--- src/rtl/eb_pkg.sv ---
// Purpose: Shared constants for the external bus pin block.
// Assumes: A 40 MHz reference clock; shared and output-only strobe pins double as port bits.
// Notes:   Shared pin indices select one bit of the shared pin vectors.
package eb_pkg;

    // Clock period and bus phase times.
    localparam int CLK_PERIOD_PS = 25000;
    localparam int T_ADDR_NS     = 25;
    localparam int T_STROBE_NS   = 50;

    // Phase lengths in cycles, least times rounded up, at least one.
    localparam int ADDR_CYC_I   = (T_ADDR_NS * 1000 + CLK_PERIOD_PS - 1) / CLK_PERIOD_PS;
    localparam int STROBE_CYC_I = (T_STROBE_NS * 1000 + CLK_PERIOD_PS - 1) / CLK_PERIOD_PS;
    localparam logic [2:0] ADDR_LAST   = 3'(((ADDR_CYC_I < 1) ? 1 : ADDR_CYC_I) - 1);
    localparam logic [2:0] STROBE_LAST = 3'(((STROBE_CYC_I < 1) ? 1 : STROBE_CYC_I) - 1);
    localparam logic [2:0] CNT_ZERO    = 3'h0;

    // Cycles after reset release before the mode pin filter is settled.
    localparam logic [1:0] MODE_SETTLE = 2'h3;

    // Widths.
    localparam int ADDR_W   = 24;
    localparam int SHARED_W = 8;
    localparam int FSEL_W   = 10;

    // Shared bidirectional pin indices.
    localparam int IDX_WRITE_HIGH = 0;
    localparam int IDX_WAIT       = 1;
    localparam int IDX_BUS_REQ    = 2;
    localparam int IDX_BUS_GRANT  = 3;
    localparam int IDX_DIRECTION  = 4;
    localparam int IDX_MODE       = 5;
    localparam int IDX_CS_ZERO    = 6;
    localparam int IDX_CS_ONE     = 7;

    // Function select indices of the two output-only pins.
    localparam int IDX_READ_STROBE = 8;
    localparam int IDX_WRITE_LOW   = 9;

    // Reset values.
    localparam logic [FSEL_W-1:0] FSEL_RESET = 10'h000;
    localparam logic              PIN_IDLE   = 1'b1;

    // Bus sequencer states, Gray coded along the access path.
    typedef enum logic [2:0] {
        ST_IDLE  = 3'h0,
        ST_ADDR  = 3'h1,
        ST_DATA  = 3'h3,
        ST_DONE  = 3'h2,
        ST_REL   = 3'h6,
        ST_GRANT = 3'h7
    } eb_state_t;

endpackage

--- src/rtl/eb_pin_cell.sv ---
// Purpose: One shared pin: port bit or bus function, with input filter.
// Assumes: The pin comes from outside the clock domain.
// Notes:   The pull-up is enabled whenever the pin is not driven.
`timescale 1ns/1ps
module eb_pin_cell
(
    // Clock and reset.
    input  wire logic ref_clk,
    input  wire logic rst_b,
    // Function select.
    input  wire logic func_sel,
    // Bus function side.
    input  wire logic bus_o,
    input  wire logic bus_oe,
    // Port function side.
    input  wire logic port_o,
    input  wire logic port_oe,
    // Pin side.
    input  wire logic pin_i,
    output logic      pin_o,
    output logic      pin_oe,
    output logic      pin_pu,
    // Filtered pin level.
    output logic      level
);

    logic sync1_q;
    logic sync2_q;
    logic sync3_q;
    logic level_q;

    // Select the driver of the pin from the function select bit.
    assign pin_o  = func_sel ? bus_o : port_o;
    assign pin_oe = func_sel ? bus_oe : port_oe;
    assign pin_pu = ~pin_oe;
    assign level  = level_q;

    // Synchroniser chain; the first stage feeds only the second.
    always_ff @(posedge ref_clk)
    begin
        sync1_q <= pin_i;
        sync2_q <= sync1_q;
        sync3_q <= sync2_q;
    end

    // A change counts once the second and third stages agree.
    always_ff @(posedge ref_clk or negedge rst_b)
    begin
        if (!rst_b)
            level_q <= eb_pkg::PIN_IDLE;
        else if (sync2_q == sync3_q)
            level_q <= sync3_q;
    end

endmodule

--- src/rtl/eb_bus_pins.sv ---
// Purpose: External memory bus pin logic with port sharing and handover.
// Assumes: The core issues one access at a time on the request port.
// Notes:   Wait, bus request and the mode pin pass a three-stage filter.
// Behaviour
// - Read strobe low during every read.
// - Low write strobe for writes on low lane.
// - High write strobe for writes on high lane.
// - Active wait input stalls the bus access.
// - Release bus, then assert bus acknowledge.
// - Direction high on read or dummy, low on write.
// - Sample mode pin at reset release; high means normal.
// - Chip select low inside its range, else high.
// - Read and low write pins are output-only.
// - Other shared pins bidirectional with pull-up.
// - Address bits 0-7 and 16-23 dedicated outputs.
// - Low data lines carry address, then data.
`timescale 1ns/1ps
module eb_bus_pins
(
    // Clock and reset.
    input  wire logic                      ref_clk,
    input  wire logic                      rst_b,
    // Core access request.
    input  wire logic                      req_valid,
    output logic                           req_ready,
    input  wire logic                      req_write,
    input  wire logic                      req_dummy,
    input  wire logic [1:0]                req_lanes,
    input  wire logic [eb_pkg::ADDR_W-1:0] req_addr,
    input  wire logic [15:0]               req_wdata,
    // Core access answer.
    output logic                           resp_valid,
    output logic [15:0]                    resp_rdata,
    // Pin function and port control.
    input  wire logic [eb_pkg::FSEL_W-1:0] func_sel_in,
    input  wire logic                      func_sel_load,
    input  wire logic                      port3_output_bit_zero,
    input  wire logic                      port3_output_bit_one,
    input  wire logic [7:0]                port_out_in,
    input  wire logic [7:0]                port_dir_in,
    output logic [7:0]                     port_level_out,
    // Chip select ranges on address bits 23 to 16.
    input  wire logic [7:0]                cs0_base_in,
    input  wire logic [7:0]                cs0_mask_in,
    input  wire logic [7:0]                cs1_base_in,
    input  wire logic [7:0]                cs1_mask_in,
    // Operating mode caught at reset release.
    output logic                           normal_mode_out,
    // Dedicated address pins.
    output logic [7:0]                     address_low_out,
    output logic [7:0]                     address_high_out,
    output logic                           address_oe,
    output logic                           addr_latch_out,
    // Output-only strobe pins.
    output logic                           read_strobe_n,
    output logic                           write_strobe_low_n,
    // Multiplexed address and data pins.
    input  wire logic [7:0]                muxed_addr_data_low_i,
    output logic [7:0]                     muxed_addr_data_low_o,
    output logic                           muxed_addr_data_low_oe,
    input  wire logic [7:0]                muxed_addr_data_high_i,
    output logic [7:0]                     muxed_addr_data_high_o,
    output logic                           muxed_addr_data_high_oe,
    // Shared bidirectional pins.
    input  wire logic [7:0]                shared_pin_i,
    output logic [7:0]                     shared_pin_o,
    output logic [7:0]                     shared_pin_oe,
    output logic [7:0]                     shared_pin_pu
);

    eb_pkg::eb_state_t state_q;
    eb_pkg::eb_state_t state_d;

    logic [eb_pkg::FSEL_W-1:0] func_sel_q;
    logic [eb_pkg::ADDR_W-1:0] addr_q;
    logic [15:0]               wdata_q;
    logic [15:0]               rdata_q;
    logic [1:0]                lanes_q;
    logic [2:0]                cnt_q;
    logic [2:0]                cnt_d;
    logic [1:0]                mode_cnt_q;
    logic                      mode_taken_q;
    logic                      mode_q;
    logic                      wr_q;
    logic                      dummy_q;
    logic                      cs0_hit_q;
    logic                      cs1_hit_q;

    logic [7:0] level;
    logic [7:0] bus_o;
    logic [7:0] bus_oe;
    logic       wait_in_n;
    logic       bus_request_in_n;
    logic       stall;
    logic       take;
    logic       own_bus;
    logic       in_access;
    logic       in_data;
    logic       data_end;
    logic       write_strobe_high_n;
    logic       bus_grant_out_n;
    logic       rw_level;
    logic       chip_select_zero_n;
    logic       chip_select_one_n;
    logic       bus_read_n;
    logic       bus_write_low_n;

    // Filtered levels of the shared input functions.
    assign wait_in_n        = level[eb_pkg::IDX_WAIT];
    assign bus_request_in_n = level[eb_pkg::IDX_BUS_REQ];
    assign port_level_out   = level;

    // Sequencer status decode.
    assign stall     = ~wait_in_n;
    assign own_bus   = (state_q != eb_pkg::ST_REL) && (state_q != eb_pkg::ST_GRANT);
    assign in_access = (state_q == eb_pkg::ST_ADDR) || (state_q == eb_pkg::ST_DATA);
    assign in_data   = (state_q == eb_pkg::ST_DATA);
    assign data_end  = in_data && (cnt_q == eb_pkg::CNT_ZERO) && !stall;
    assign req_ready = (state_q == eb_pkg::ST_IDLE) && bus_request_in_n;
    assign take      = req_valid && req_ready;

    // Strobes and direction decoded from the sequencer state.
    assign bus_read_n          = ~(in_data && !wr_q && !dummy_q);
    assign bus_write_low_n     = ~(in_data && wr_q && lanes_q[0]);
    assign write_strobe_high_n = ~(in_data && wr_q && lanes_q[1]);
    assign rw_level            = ~(wr_q && state_q != eb_pkg::ST_IDLE && own_bus);
    assign chip_select_zero_n  = ~(in_access && cs0_hit_q);
    assign chip_select_one_n   = ~(in_access && cs1_hit_q);
    assign bus_grant_out_n     = ~(state_q == eb_pkg::ST_GRANT);

    // Output-only pins: bus strobe or port bit, never an input.
    assign read_strobe_n      = func_sel_q[eb_pkg::IDX_READ_STROBE] ? bus_read_n
                                : port3_output_bit_zero;
    assign write_strobe_low_n = func_sel_q[eb_pkg::IDX_WRITE_LOW] ? bus_write_low_n
                                : port3_output_bit_one;

    // Bus function values of the shared pins.
    assign bus_o = {chip_select_one_n, chip_select_zero_n, eb_pkg::PIN_IDLE, rw_level,
                    bus_grant_out_n, eb_pkg::PIN_IDLE, eb_pkg::PIN_IDLE,
                    write_strobe_high_n};
    assign bus_oe = {own_bus, own_bus, 1'b0, own_bus, 1'b1, 1'b0, 1'b0, own_bus};

    // Dedicated address and multiplexed lanes.
    assign address_low_out         = addr_q[7:0];
    assign address_high_out        = addr_q[23:16];
    assign address_oe              = own_bus;
    assign addr_latch_out          = (state_q == eb_pkg::ST_ADDR);
    assign muxed_addr_data_low_o   = in_data ? wdata_q[7:0] : addr_q[7:0];
    assign muxed_addr_data_high_o  = in_data ? wdata_q[15:8] : addr_q[15:8];
    assign muxed_addr_data_low_oe  = (state_q == eb_pkg::ST_ADDR) || (in_data && wr_q);
    assign muxed_addr_data_high_oe = muxed_addr_data_low_oe;

    // Answer to the core.
    assign resp_valid      = (state_q == eb_pkg::ST_DONE);
    assign resp_rdata      = rdata_q;
    assign normal_mode_out = mode_q;

    // One cell per shared pin, each with its own function select bit.
    genvar gi;
    generate
        for (gi = 0; gi < eb_pkg::SHARED_W; gi++)
        begin : g_pin
            eb_pin_cell u_cell
            (
                .ref_clk  (ref_clk),
                .rst_b    (rst_b),
                .func_sel (func_sel_q[gi]),
                .bus_o    (bus_o[gi]),
                .bus_oe   (bus_oe[gi]),
                .port_o   (port_out_in[gi]),
                .port_oe  (port_dir_in[gi]),
                .pin_i    (shared_pin_i[gi]),
                .pin_o    (shared_pin_o[gi]),
                .pin_oe   (shared_pin_oe[gi]),
                .pin_pu   (shared_pin_pu[gi]),
                .level    (level[gi])
            );
        end
    endgenerate

    // Next state of the sequencer and its phase counter.
    always_comb
    begin
        state_d = state_q;
        cnt_d   = cnt_q;
        case (state_q)
            eb_pkg::ST_IDLE:
            begin
                if (!bus_request_in_n)
                    state_d = eb_pkg::ST_REL;
                else if (take)
                begin
                    state_d = eb_pkg::ST_ADDR;
                    cnt_d   = eb_pkg::ADDR_LAST;
                end
            end
            eb_pkg::ST_ADDR:
            begin
                if (cnt_q == eb_pkg::CNT_ZERO)
                begin
                    state_d = eb_pkg::ST_DATA;
                    cnt_d   = eb_pkg::STROBE_LAST;
                end
                else
                    cnt_d = cnt_q - 3'h1;
            end
            eb_pkg::ST_DATA:
            begin
                if (data_end)
                    state_d = eb_pkg::ST_DONE;
                else if (!stall && cnt_q != eb_pkg::CNT_ZERO)
                    cnt_d = cnt_q - 3'h1;
            end
            eb_pkg::ST_DONE:
                state_d = eb_pkg::ST_IDLE;
            eb_pkg::ST_REL:
                state_d = eb_pkg::ST_GRANT;
            eb_pkg::ST_GRANT:
            begin
                if (bus_request_in_n)
                    state_d = eb_pkg::ST_IDLE;
            end
            default:
                state_d = eb_pkg::ST_IDLE;
        endcase
    end

    // Sequencer registers.
    always_ff @(posedge ref_clk or negedge rst_b)
    begin
        if (!rst_b)
        begin
            state_q <= eb_pkg::ST_IDLE;
            cnt_q   <= eb_pkg::CNT_ZERO;
        end
        else
        begin
            state_q <= state_d;
            cnt_q   <= cnt_d;
        end
    end

    // Access attributes latched when a request is taken.
    always_ff @(posedge ref_clk or negedge rst_b)
    begin
        if (!rst_b)
        begin
            addr_q    <= 24'h00_0000;
            wdata_q   <= 16'h0000;
            lanes_q   <= 2'h0;
            wr_q      <= 1'b0;
            dummy_q   <= 1'b0;
            cs0_hit_q <= 1'b0;
            cs1_hit_q <= 1'b0;
        end
        else if (take)
        begin
            addr_q    <= req_addr;
            wdata_q   <= req_wdata;
            lanes_q   <= req_lanes;
            wr_q      <= req_write;
            dummy_q   <= req_dummy && !req_write;
            cs0_hit_q <= ((req_addr[23:16] ^ cs0_base_in) & cs0_mask_in) == 8'h00;
            cs1_hit_q <= ((req_addr[23:16] ^ cs1_base_in) & cs1_mask_in) == 8'h00;
        end
    end

    // Read data caught on the edge that ends the strobe.
    always_ff @(posedge ref_clk or negedge rst_b)
    begin
        if (!rst_b)
            rdata_q <= 16'h0000;
        else if (data_end && !wr_q)
            rdata_q <= {muxed_addr_data_high_i, muxed_addr_data_low_i};
    end

    // Function select bits, all port function after reset.
    always_ff @(posedge ref_clk or negedge rst_b)
    begin
        if (!rst_b)
            func_sel_q <= eb_pkg::FSEL_RESET;
        else if (func_sel_load)
            func_sel_q <= func_sel_in;
    end

    // Mode pin caught once its filter has settled after reset release.
    always_ff @(posedge ref_clk or negedge rst_b)
    begin
        if (!rst_b)
        begin
            mode_cnt_q   <= 2'h0;
            mode_taken_q <= 1'b0;
            mode_q       <= 1'b0;
        end
        else if (!mode_taken_q)
        begin
            mode_cnt_q <= mode_cnt_q + 2'h1;
            if (mode_cnt_q == eb_pkg::MODE_SETTLE)
            begin
                mode_taken_q <= 1'b1;
                mode_q       <= level[eb_pkg::IDX_MODE];
            end
        end
    end

    // Checks on the pin behaviour.
    property p_read_strobe;
        @(posedge ref_clk) disable iff (!rst_b)
        (in_data && !wr_q && !dummy_q && func_sel_q[eb_pkg::IDX_READ_STROBE])
        |-> !read_strobe_n && rw_level;
    endproperty
    a_read_strobe: assert property (p_read_strobe) else $error("read strobe not low");

    property p_write_low;
        @(posedge ref_clk) disable iff (!rst_b)
        $rose(in_data) && wr_q && lanes_q[0] && func_sel_q[eb_pkg::IDX_WRITE_LOW]
        |-> !write_strobe_low_n [*2];
    endproperty
    a_write_low: assert property (p_write_low) else $error("low write strobe short");

    property p_write_high;
        @(posedge ref_clk) disable iff (!rst_b)
        (in_data && wr_q && !lanes_q[1]) |-> write_strobe_high_n;
    endproperty
    a_write_high: assert property (p_write_high) else $error("high strobe wrong lane");

    property p_wait_hold;
        @(posedge ref_clk) disable iff (!rst_b)
        (in_data && stall) |=> in_data && $stable(cnt_q);
    endproperty
    a_wait_hold: assert property (p_wait_hold) else $error("access moved during wait");

    property p_grant;
        @(posedge ref_clk) disable iff (!rst_b)
        $fell(bus_grant_out_n) |-> $past(!address_oe) && !shared_pin_oe[eb_pkg::IDX_CS_ZERO];
    endproperty
    a_grant: assert property (p_grant) else $error("grant before release");

    property p_direction;
        @(posedge ref_clk) disable iff (!rst_b)
        (state_q == eb_pkg::ST_ADDR && wr_q) |-> !rw_level ##1 (in_data && !rw_level);
    endproperty
    a_direction: assert property (p_direction) else $error("direction high on write");

    property p_mode;
        @(posedge ref_clk) disable iff (!rst_b)
        $rose(mode_taken_q) |-> mode_q == $past(level[eb_pkg::IDX_MODE]);
    endproperty
    a_mode: assert property (p_mode) else $error("mode not caught from pin");

    property p_chip_select;
        @(posedge ref_clk) disable iff (!rst_b)
        (state_q == eb_pkg::ST_IDLE) |-> chip_select_zero_n && chip_select_one_n;
    endproperty
    a_chip_select: assert property (p_chip_select) else $error("select low when idle");

    property p_port_pin;
        @(posedge ref_clk) disable iff (!rst_b)
        !func_sel_q[eb_pkg::IDX_WAIT] |-> shared_pin_oe[eb_pkg::IDX_WAIT]
            == port_dir_in[eb_pkg::IDX_WAIT];
    endproperty
    a_port_pin: assert property (p_port_pin) else $error("port direction ignored");

    property p_addr_mux;
        @(posedge ref_clk) disable iff (!rst_b)
        $rose(addr_latch_out) |-> muxed_addr_data_low_oe
            && muxed_addr_data_low_o == address_low_out;
    endproperty
    a_addr_mux: assert property (p_addr_mux) else $error("address phase missing");

    property p_func_sel;
        @(posedge ref_clk) disable iff (!rst_b)
        func_sel_load |=> func_sel_q == $past(func_sel_in);
    endproperty
    a_func_sel: assert property (p_func_sel) else $error("function select not loaded");

endmodule

--- config.mk ---
export PLATFORM = sky130hd
export DESIGN_NAME = eb_bus_pins
export DESIGN_NICKNAME = d
export VERILOG_FILES = /design/src/rtl/eb_pkg.sv /design/src/rtl/eb_pin_cell.sv /design/src/rtl/eb_bus_pins.sv
export SDC_FILE = /design/constraint.sdc
export NUM_CORES = 1
export LEC_CHECK = 0
export ABC_AREA = 1
export BUFFER_PORTS_ARGS = -buffer_cell sky130_fd_sc_hd__buf_2
export CORE_UTILIZATION = 46
export CTS_BUF_LIST = sky130_fd_sc_hd__clkbuf_4 sky130_fd_sc_hd__clkbuf_8
export CTS_CLUSTER_DIAMETER = 60
export CTS_CLUSTER_SIZE = 20
export DETAILED_ROUTE_END_ITERATION = 8
export GPL_TIMING_DRIVEN = 1
export PLACE_DENSITY = 0.77
export SLEW_MARGIN = 15
export SYNTH_ARGS = -nofsm -noshare
export SYNTH_HDL_FRONTEND = slang
export SYNTH_SLANG_ARGS = --single-unit
export TNS_END_PERCENT = 50
--- constraint.sdc ---
create_clock -name ref_clk -period 2.57 [get_ports ref_clk]
set_input_delay 0.1285 -clock ref_clk [delete_from_list [all_inputs] [get_ports ref_clk]]
set_output_delay 0.1285 -clock ref_clk [all_outputs]
set_load 0.01 [all_outputs]
Word-level counts from Yosys, hierarchy flattened
Index checks and enable logic that the tools add are counted.

Reductions and logical operators: 32. Shifts and indexed selects: 0. Mux-type cells: 34. Bitwise gates (word level): 20. $add $sub $neg: 2. Order comparisons: 0. Eq/ne operators: 24. Divide/modulo/power cells: 0. Multipliers: 0.

Operators with widths (number): two-way mux 3 bit (10); two-way mux 1 bit (20); logical AND 1 bit (17); bitwise AND 8 bit (2); logical NOT 8 bit (2); two-way mux 8 bit (2); inverter 1 bit (16); XOR 8 bit (2); one-hot mux 3 bit (5 select lines) (1); inequality test 2 x 1 -> 1 bit (second input constant) (5); inequality test 3 bit (second input constant) (3); one-hot mux 3 bit (3 select lines) (1); nonzero test 3 bit (3); equality test 1 bit (8); equality test 3 x 2 -> 1 bit (second input constant) (2); equality test 3 bit (second input constant) (2); logical NOT 3 bit (2); AND reduction 5 bit (1); inequality test 2 bit (second input constant) (2); AND reduction 4 bit (1); equality test 3 x 1 -> 1 bit (second input constant) (1); logical NOT 1 bit (3); subtractor 3 x 1 -> 3 bit (second input constant) (1); adder 2 x 1 -> 2 bit (second input constant) (1); other kinds (3) (4).

Output and inout port bits: 89. Memories: 0. Bits in registers: 114. Word-level logic and storage cells: 158. Input port bits: 132. ROM bits: 0. Latch bits: 0. Bits in writable memories: 0.

Longest topological paths before layout
Word-level depth: 6. Mapped depth: 10. Gate-level depth less buffers: 10.

By module
Synthesis repeated with hierarchy kept, for this count alone.

Cells, all modules: 643. Area total of the unflattened synthesis: 5153.7 um2.

Modules (own cells, without submodules): eb_bus_pins (sequential area each 2052.0 um2, area an instance 4062.6 um2, times used 1, cells an instance 515); eb_pin_cell (sequential area each 86.3 um2, area an instance 136.4 um2, times used 8, cells an instance 16).

Worst setup path after synthesis
OpenSTA, ideal clock, no wires.

Path kind: register -> register. Start point: register cnt_q[0]. End point: register rdata_q[15] (netlist: resp_rdata[15]). Setup time: 0.126 ns. Path slack: 1.069 ns. Buffers on the path: 1. Data arrival time: 1.375 ns. Clock period less this slack: 1.501 ns. Required time: 2.444 ns. Stages on the path, launching flop included: 9. Path through: dfrtp_1 inv_1 ha_1 inv_1 nor2_1 nand2_1 nor3b_4 buf_4 o21ai_0.

Word-level cells in the longest chain between the ends: 4.

RTL lines: start: declaration (RTL line eb_bus_pins.sv:79) `logic [2:0] cnt_q;`; start signal: assignment (RTL line eb_bus_pins.sv:234) `cnt_q <= eb_pkg::CNT_ZERO;`; start signal: assignment (RTL line eb_bus_pins.sv:239) `cnt_q <= cnt_d;`; logical NOT 3 bit (RTL line eb_bus_pins.sv:118) `assign data_end = in_data && (cnt_q == eb_pkg::CNT_ZERO) && !stall;`; logical AND 1 bit (2 in series) (RTL line eb_bus_pins.sv:118); logical AND 1 bit (RTL line eb_bus_pins.sv:273) `else if (data_end && !wr_q)`; end signal: assignment (RTL line eb_bus_pins.sv:274) `rdata_q <= {muxed_addr_data_high_i, muxed_addr_data_low_i};`; end: declaration (RTL line eb_bus_pins.sv:77) `logic [15:0] rdata_q;`.

Every way passes these cells. A chain may end at the register's enable or synchronous reset.

Worst setup path in the final report
Start point: register state_q[1]. End point: output port muxed_addr_data_low_o[6].

Word-level cells in the longest chain between the ends: 2.

RTL lines: start: declaration (RTL line eb_bus_pins.sv:71) `eb_pkg::eb_state_t state_q;`; start signal: assignment (RTL line eb_bus_pins.sv:233) `state_q <= eb_pkg::ST_IDLE;`; start signal: assignment (RTL line eb_bus_pins.sv:238) `state_q <= state_d;`; equality test 3 x 2 -> 1 bit (RTL line eb_bus_pins.sv:117) `assign in_data = (state_q == eb_pkg::ST_DATA);`; two-way mux 8 bit (RTL line eb_bus_pins.sv:148) `assign muxed_addr_data_low_o = in_data ? wdata_q[7:0] : addr_q[7:0];`; end: declaration (RTL line eb_bus_pins.sv:59) `output logic [7:0] muxed_addr_data_low_o,`.

Every way passes these cells.

==> flow_summary.toml <==
[place]
place_worst_setup_slack_ns = 0.758
port_buffers = 220
finalWeightedCongestion = 0.819
dp_hpwl_um = 8610

[sta]
final_period_minus_worst_setup_slack_ns = 2.11
postLayoutSetupSlackWorst_ns = 0.465
relSlewSlack_pct = 56.0
fin_skew_ns = 0.0104
rsz_0062_raised_after_global_routing = "no"
max_freq_mhz = 475
timing_hold_violations_final = 0
max_slew.worst_pin.slew_ns = 0.661
final.period_utilization_pct = 81.9
setup-tns-final_ns = 0
finalMaxSlewViolations = 0
report.final.setup_viol = 0

[worst_setup_path]
reg2reg_from = "state_q[2]"
critical-path-max-stage-delay_ns = 0.42
worst-path-max-fanout = 20
path_common_cell = "sky130_fd_sc_hd__nand2_1"
cp_slowest_cell = "sky130_fd_sc_hd__dfrtp_1"
reg_to_reg_endpoint = "wdata_q[14]"
criticalPathCategory = "reg2out"
critical_path_required_ns = 2.44
timing.critical_path.arrival_ns = 1.98
crit_chain = "nand2_1 > nor2_4 > buf_4 > nand2_1 > o21ai_0 > buf_2"
reg2reg_depth = 7
cp-end-kind = "primary output"
r2r_setup_slack_ns = 0.68
startpoint_class = "register"

[floorplan]
site_rows = 38
floorplan.die_area_sq_um = 11800
fp.coreArea_sq_um = 10900
dieWidth_um = 108
initial_core_util_pct = 47.6
boundaryPins = 221
die_y_um = 108

[worst_hold_path]
whs_path_depth = 3
worstHoldEndpoint = "addr_q[19]"
hold_start = "req_addr[19]"
holdCritPathClass = "in2reg"

[clock_tree]
cts_tree = "yes"
cts_buffers = 17
clock_tree.buffer_depth = 2
clock_sink_count = 114
post_cts_resized = 0
worst_skew_pair.late_latency_ns = 0.42
clkTransAtPathRegs_ns = 0.07
htree_num_levels = 4
cts-root-buf = "sky130_fd_sc_hd__clkbuf_8"
postCtsSetupBuffers = 0

[cells_and_area]
finish.net_count = 1014
share_of_final_layout_standard_cells_stronger_than_drive_strength_1_pct = 31.3
area_growth_pct = 38.6
fillerInstances = 898
antenna-diode-count = 0

[logic_synthesis]
synth.yosys.warnings = 0
synth.lib_cells_used.distinct = 28
cell_types_occupying_the_most_area_after_synthesis = "sky130_fd_sc_hd__dfrtp_1 39%, sky130_fd_sc_hd__nand2_1 14%, sky130_fd_sc_hd__dfxtp_1 9.2%"
synth.top_cells.by_count = "197 x sky130_fd_sc_hd__nand2_1, 91 x sky130_fd_sc_hd__inv_1, 82 x sky130_fd_sc_hd__dfrtp_1"
post-synth-top-area-cell = "sky130_fd_sc_hd__dfrtp_1"
syn-cell-area_sq_um = 5210
syn_inst = 629
syn_area_per_cell_sq_um = 8.28
synth_most_common_cell = "sky130_fd_sc_hd__nand2_1"
number_of_enable_flip_flop_cells_after_synthesis = 0
postSynthRegisterBits = 114
postSynth.asyncResetShare_pct = 78.9
yosys_most_used_dff = "sky130_fd_sc_hd__dfrtp_1"
synth.top_cell.area_share_pct = 39.4
synth_nets = 764
yosysSeqAreaShare_pct = 52.7

[global_routing]
wire_length_of_the_first_global_routing_pass_um = 20900
first_global_vias = 4698
grt_util_all_layers_pct = 23.4
globalRoute.totalOverflow = 0
grt_start_max_net_pins = 55
number_of_antenna_violations_at_the_first_check_in_global_routing = 0

[run]
cap_violations = 0

[drt]
met2RoutedLength_um = 6560
via_per_inst = 4.57
maxUsedRoutingLayer = "met4"
drc_violation_count_after_routing = 0
dr.pass1.iters = 4
drt_iter0_drc = 192
routed_wl_um = 13100
detail_route.wirelength.met1_um = 5500
detail-route-antenna-nets = 0
num_vias = 4717
met3WireLength_um = 702
routed_wire_length_per_instance_um = 12.7

[run_status]
run_status = "finished clean"

[pwr]
leakagePower_nw = 3.90
p_per_area_nw_per_um2 = 939
peakVddDrop_mv = 0.784
==> critical path, delay by kind of cell (launching register included) <==
kind                   cells  cell delay, ns
and+or+nand+nor            3            0.56
DFF                        1            0.42
AOI/OAI and AO/OA          1            0.08
buffers and inverters      2            0.48
==> what timing repair did <==
| action | in CTS | in global routing |
|---|---|---|
| endpoints found under the hold margin | 116 | 0 |
| hold buffers | 73 | 0 |
| endpoints found under the setup margin | 0 | 0 |
==> cells in the final DEF, fill, tap and decap left out, types with 2 or more instances in the layout <==
| cell type | instances |
|---|---|
| sky130_fd_sc_hd__clkinv_2 | 2 |
| sky130_fd_sc_hd__dfxtp_1 | 24 |
| sky130_fd_sc_hd__or2_2 | 7 |
| sky130_fd_sc_hd__nand3_1 | 25 |
| sky130_fd_sc_hd__dfstp_2 | 8 |
| sky130_fd_sc_hd__clkinvlp_4 | 3 |
| sky130_fd_sc_hd__clkbuf_8 | 22 |
| sky130_fd_sc_hd__buf_2 | 219 |
| sky130_fd_sc_hd__o21ai_0 | 72 |
| sky130_fd_sc_hd__inv_1 | 91 |
| sky130_fd_sc_hd__a21oi_1 | 5 |
| sky130_fd_sc_hd__dfrtp_1 | 82 |
| sky130_fd_sc_hd__nor3_1 | 2 |
| sky130_fd_sc_hd__xnor2_1 | 2 |
| sky130_fd_sc_hd__nor2_4 | 2 |
| sky130_fd_sc_hd__nor2_1 | 16 |
| sky130_fd_sc_hd__nand2_1 | 197 |
| sky130_fd_sc_hd__nand2_2 | 2 |
| sky130_fd_sc_hd__maj3_1 | 8 |
| sky130_fd_sc_hd__ha_1 | 3 |
| sky130_fd_sc_hd__bufinv_16 | 3 |
| sky130_fd_sc_hd__a31oi_1 | 3 |
| sky130_fd_sc_hd__o21ai_1 | 7 |
| sky130_fd_sc_hd__buf_4 | 6 |
| sky130_fd_sc_hd__dlygate4sd3_1 | 73 |
| sky130_fd_sc_hd__clkbuf_4 | 2 |
==> cell families after synthesis <==
group                      Yosys count  share of synthesized area, %
AOI/OAI and AO/OA                   90                          8.84
xor gates and xnor gates             2                         0.336
adders and majority gates           11                          2.26
buffers and inverters              159                          15.9
DFF                                114                          52.7
muxes                                1                         0.216
and+or+nand+nor                    252                          19.8
==> report_power, final <==
part | total [W] | switching, W | internal (W)
logic | 0.00231 | 0.00137 | 0.000940
registers | 0.00265 | 0.000305 | 0.00235
clock network | 0.00182 | 0.000708 | 0.00111
total | 0.00678 | 0.00238 | 0.00440
==> area by class of cell <==
type	instances	area (sq um)	share of cell area [%]
clock inverter	8	126	1.75
inverter	92	347	4.80
timing repair buffer	298	1870	25.9
tap	140	175	2.43
clock buffer	24	318	4.40
multi-input combinational	356	1640	22.7
sequential	114	2740	38.0
==> how the worst max path moves through the flow <==
stage / startpoint / to / slack [ns] / cells past startpoint
after floorplan: cnt_q[0] / resp_rdata[15] / 1.07 / 8
after global placement: state_q[2] / addr_q[13] / 0.83 / 6
after detailed placement: state_q[2] / addr_q[8] / 0.76 / 6
after CTS: state_q[1] / muxed_addr_data_high_o[0] / 0.45 / 6
after global routing: state_q[1] / muxed_addr_data_low_o[1] / 0.33 / 6
final: state_q[1] / muxed_addr_data_low_o[6] / 0.46 / 6
==> per-stage QoR <==
step	instance area, sq um	instances	utilization, %	total power (W)	hold WS [ns]
finish	7220	1032	66.0	0.00678	0.0276
detailed placement	6040	927	55.3	0.00487	0.198
global placement	6040	927	55.3	0.00482	0.201
global route	7220	1032	66.0	0.00726	0.0234
CTS	7220	1032	66.0	0.00680	0.00862
floorplan	5210	629	-	0.00419	-0.167
==> registers in the layout, summed over array words and instances (netlist names), 2 cells and up <==
register / flops
addr_q: 24
resp_rdata: 16
wdata_q: 16
func_sel_q: 10
g_pin.u_cell.level: 8
g_pin.u_cell.sync1_q: 8
g_pin.u_cell.sync2_q: 8
g_pin.u_cell.sync3_q: 8
cnt_q: 3
state_q: 3
lanes_q: 2
mode_cnt_q: 2
==> routing by layer <==
metal,vias up,global-route usage (%)
met5,-,0
met4,0,9.75
met3,24,7.11
met2,143,40.6
met1,2162,26.7
li1,2388,-
Note: power is estimated with default switching activity, not from simulation.
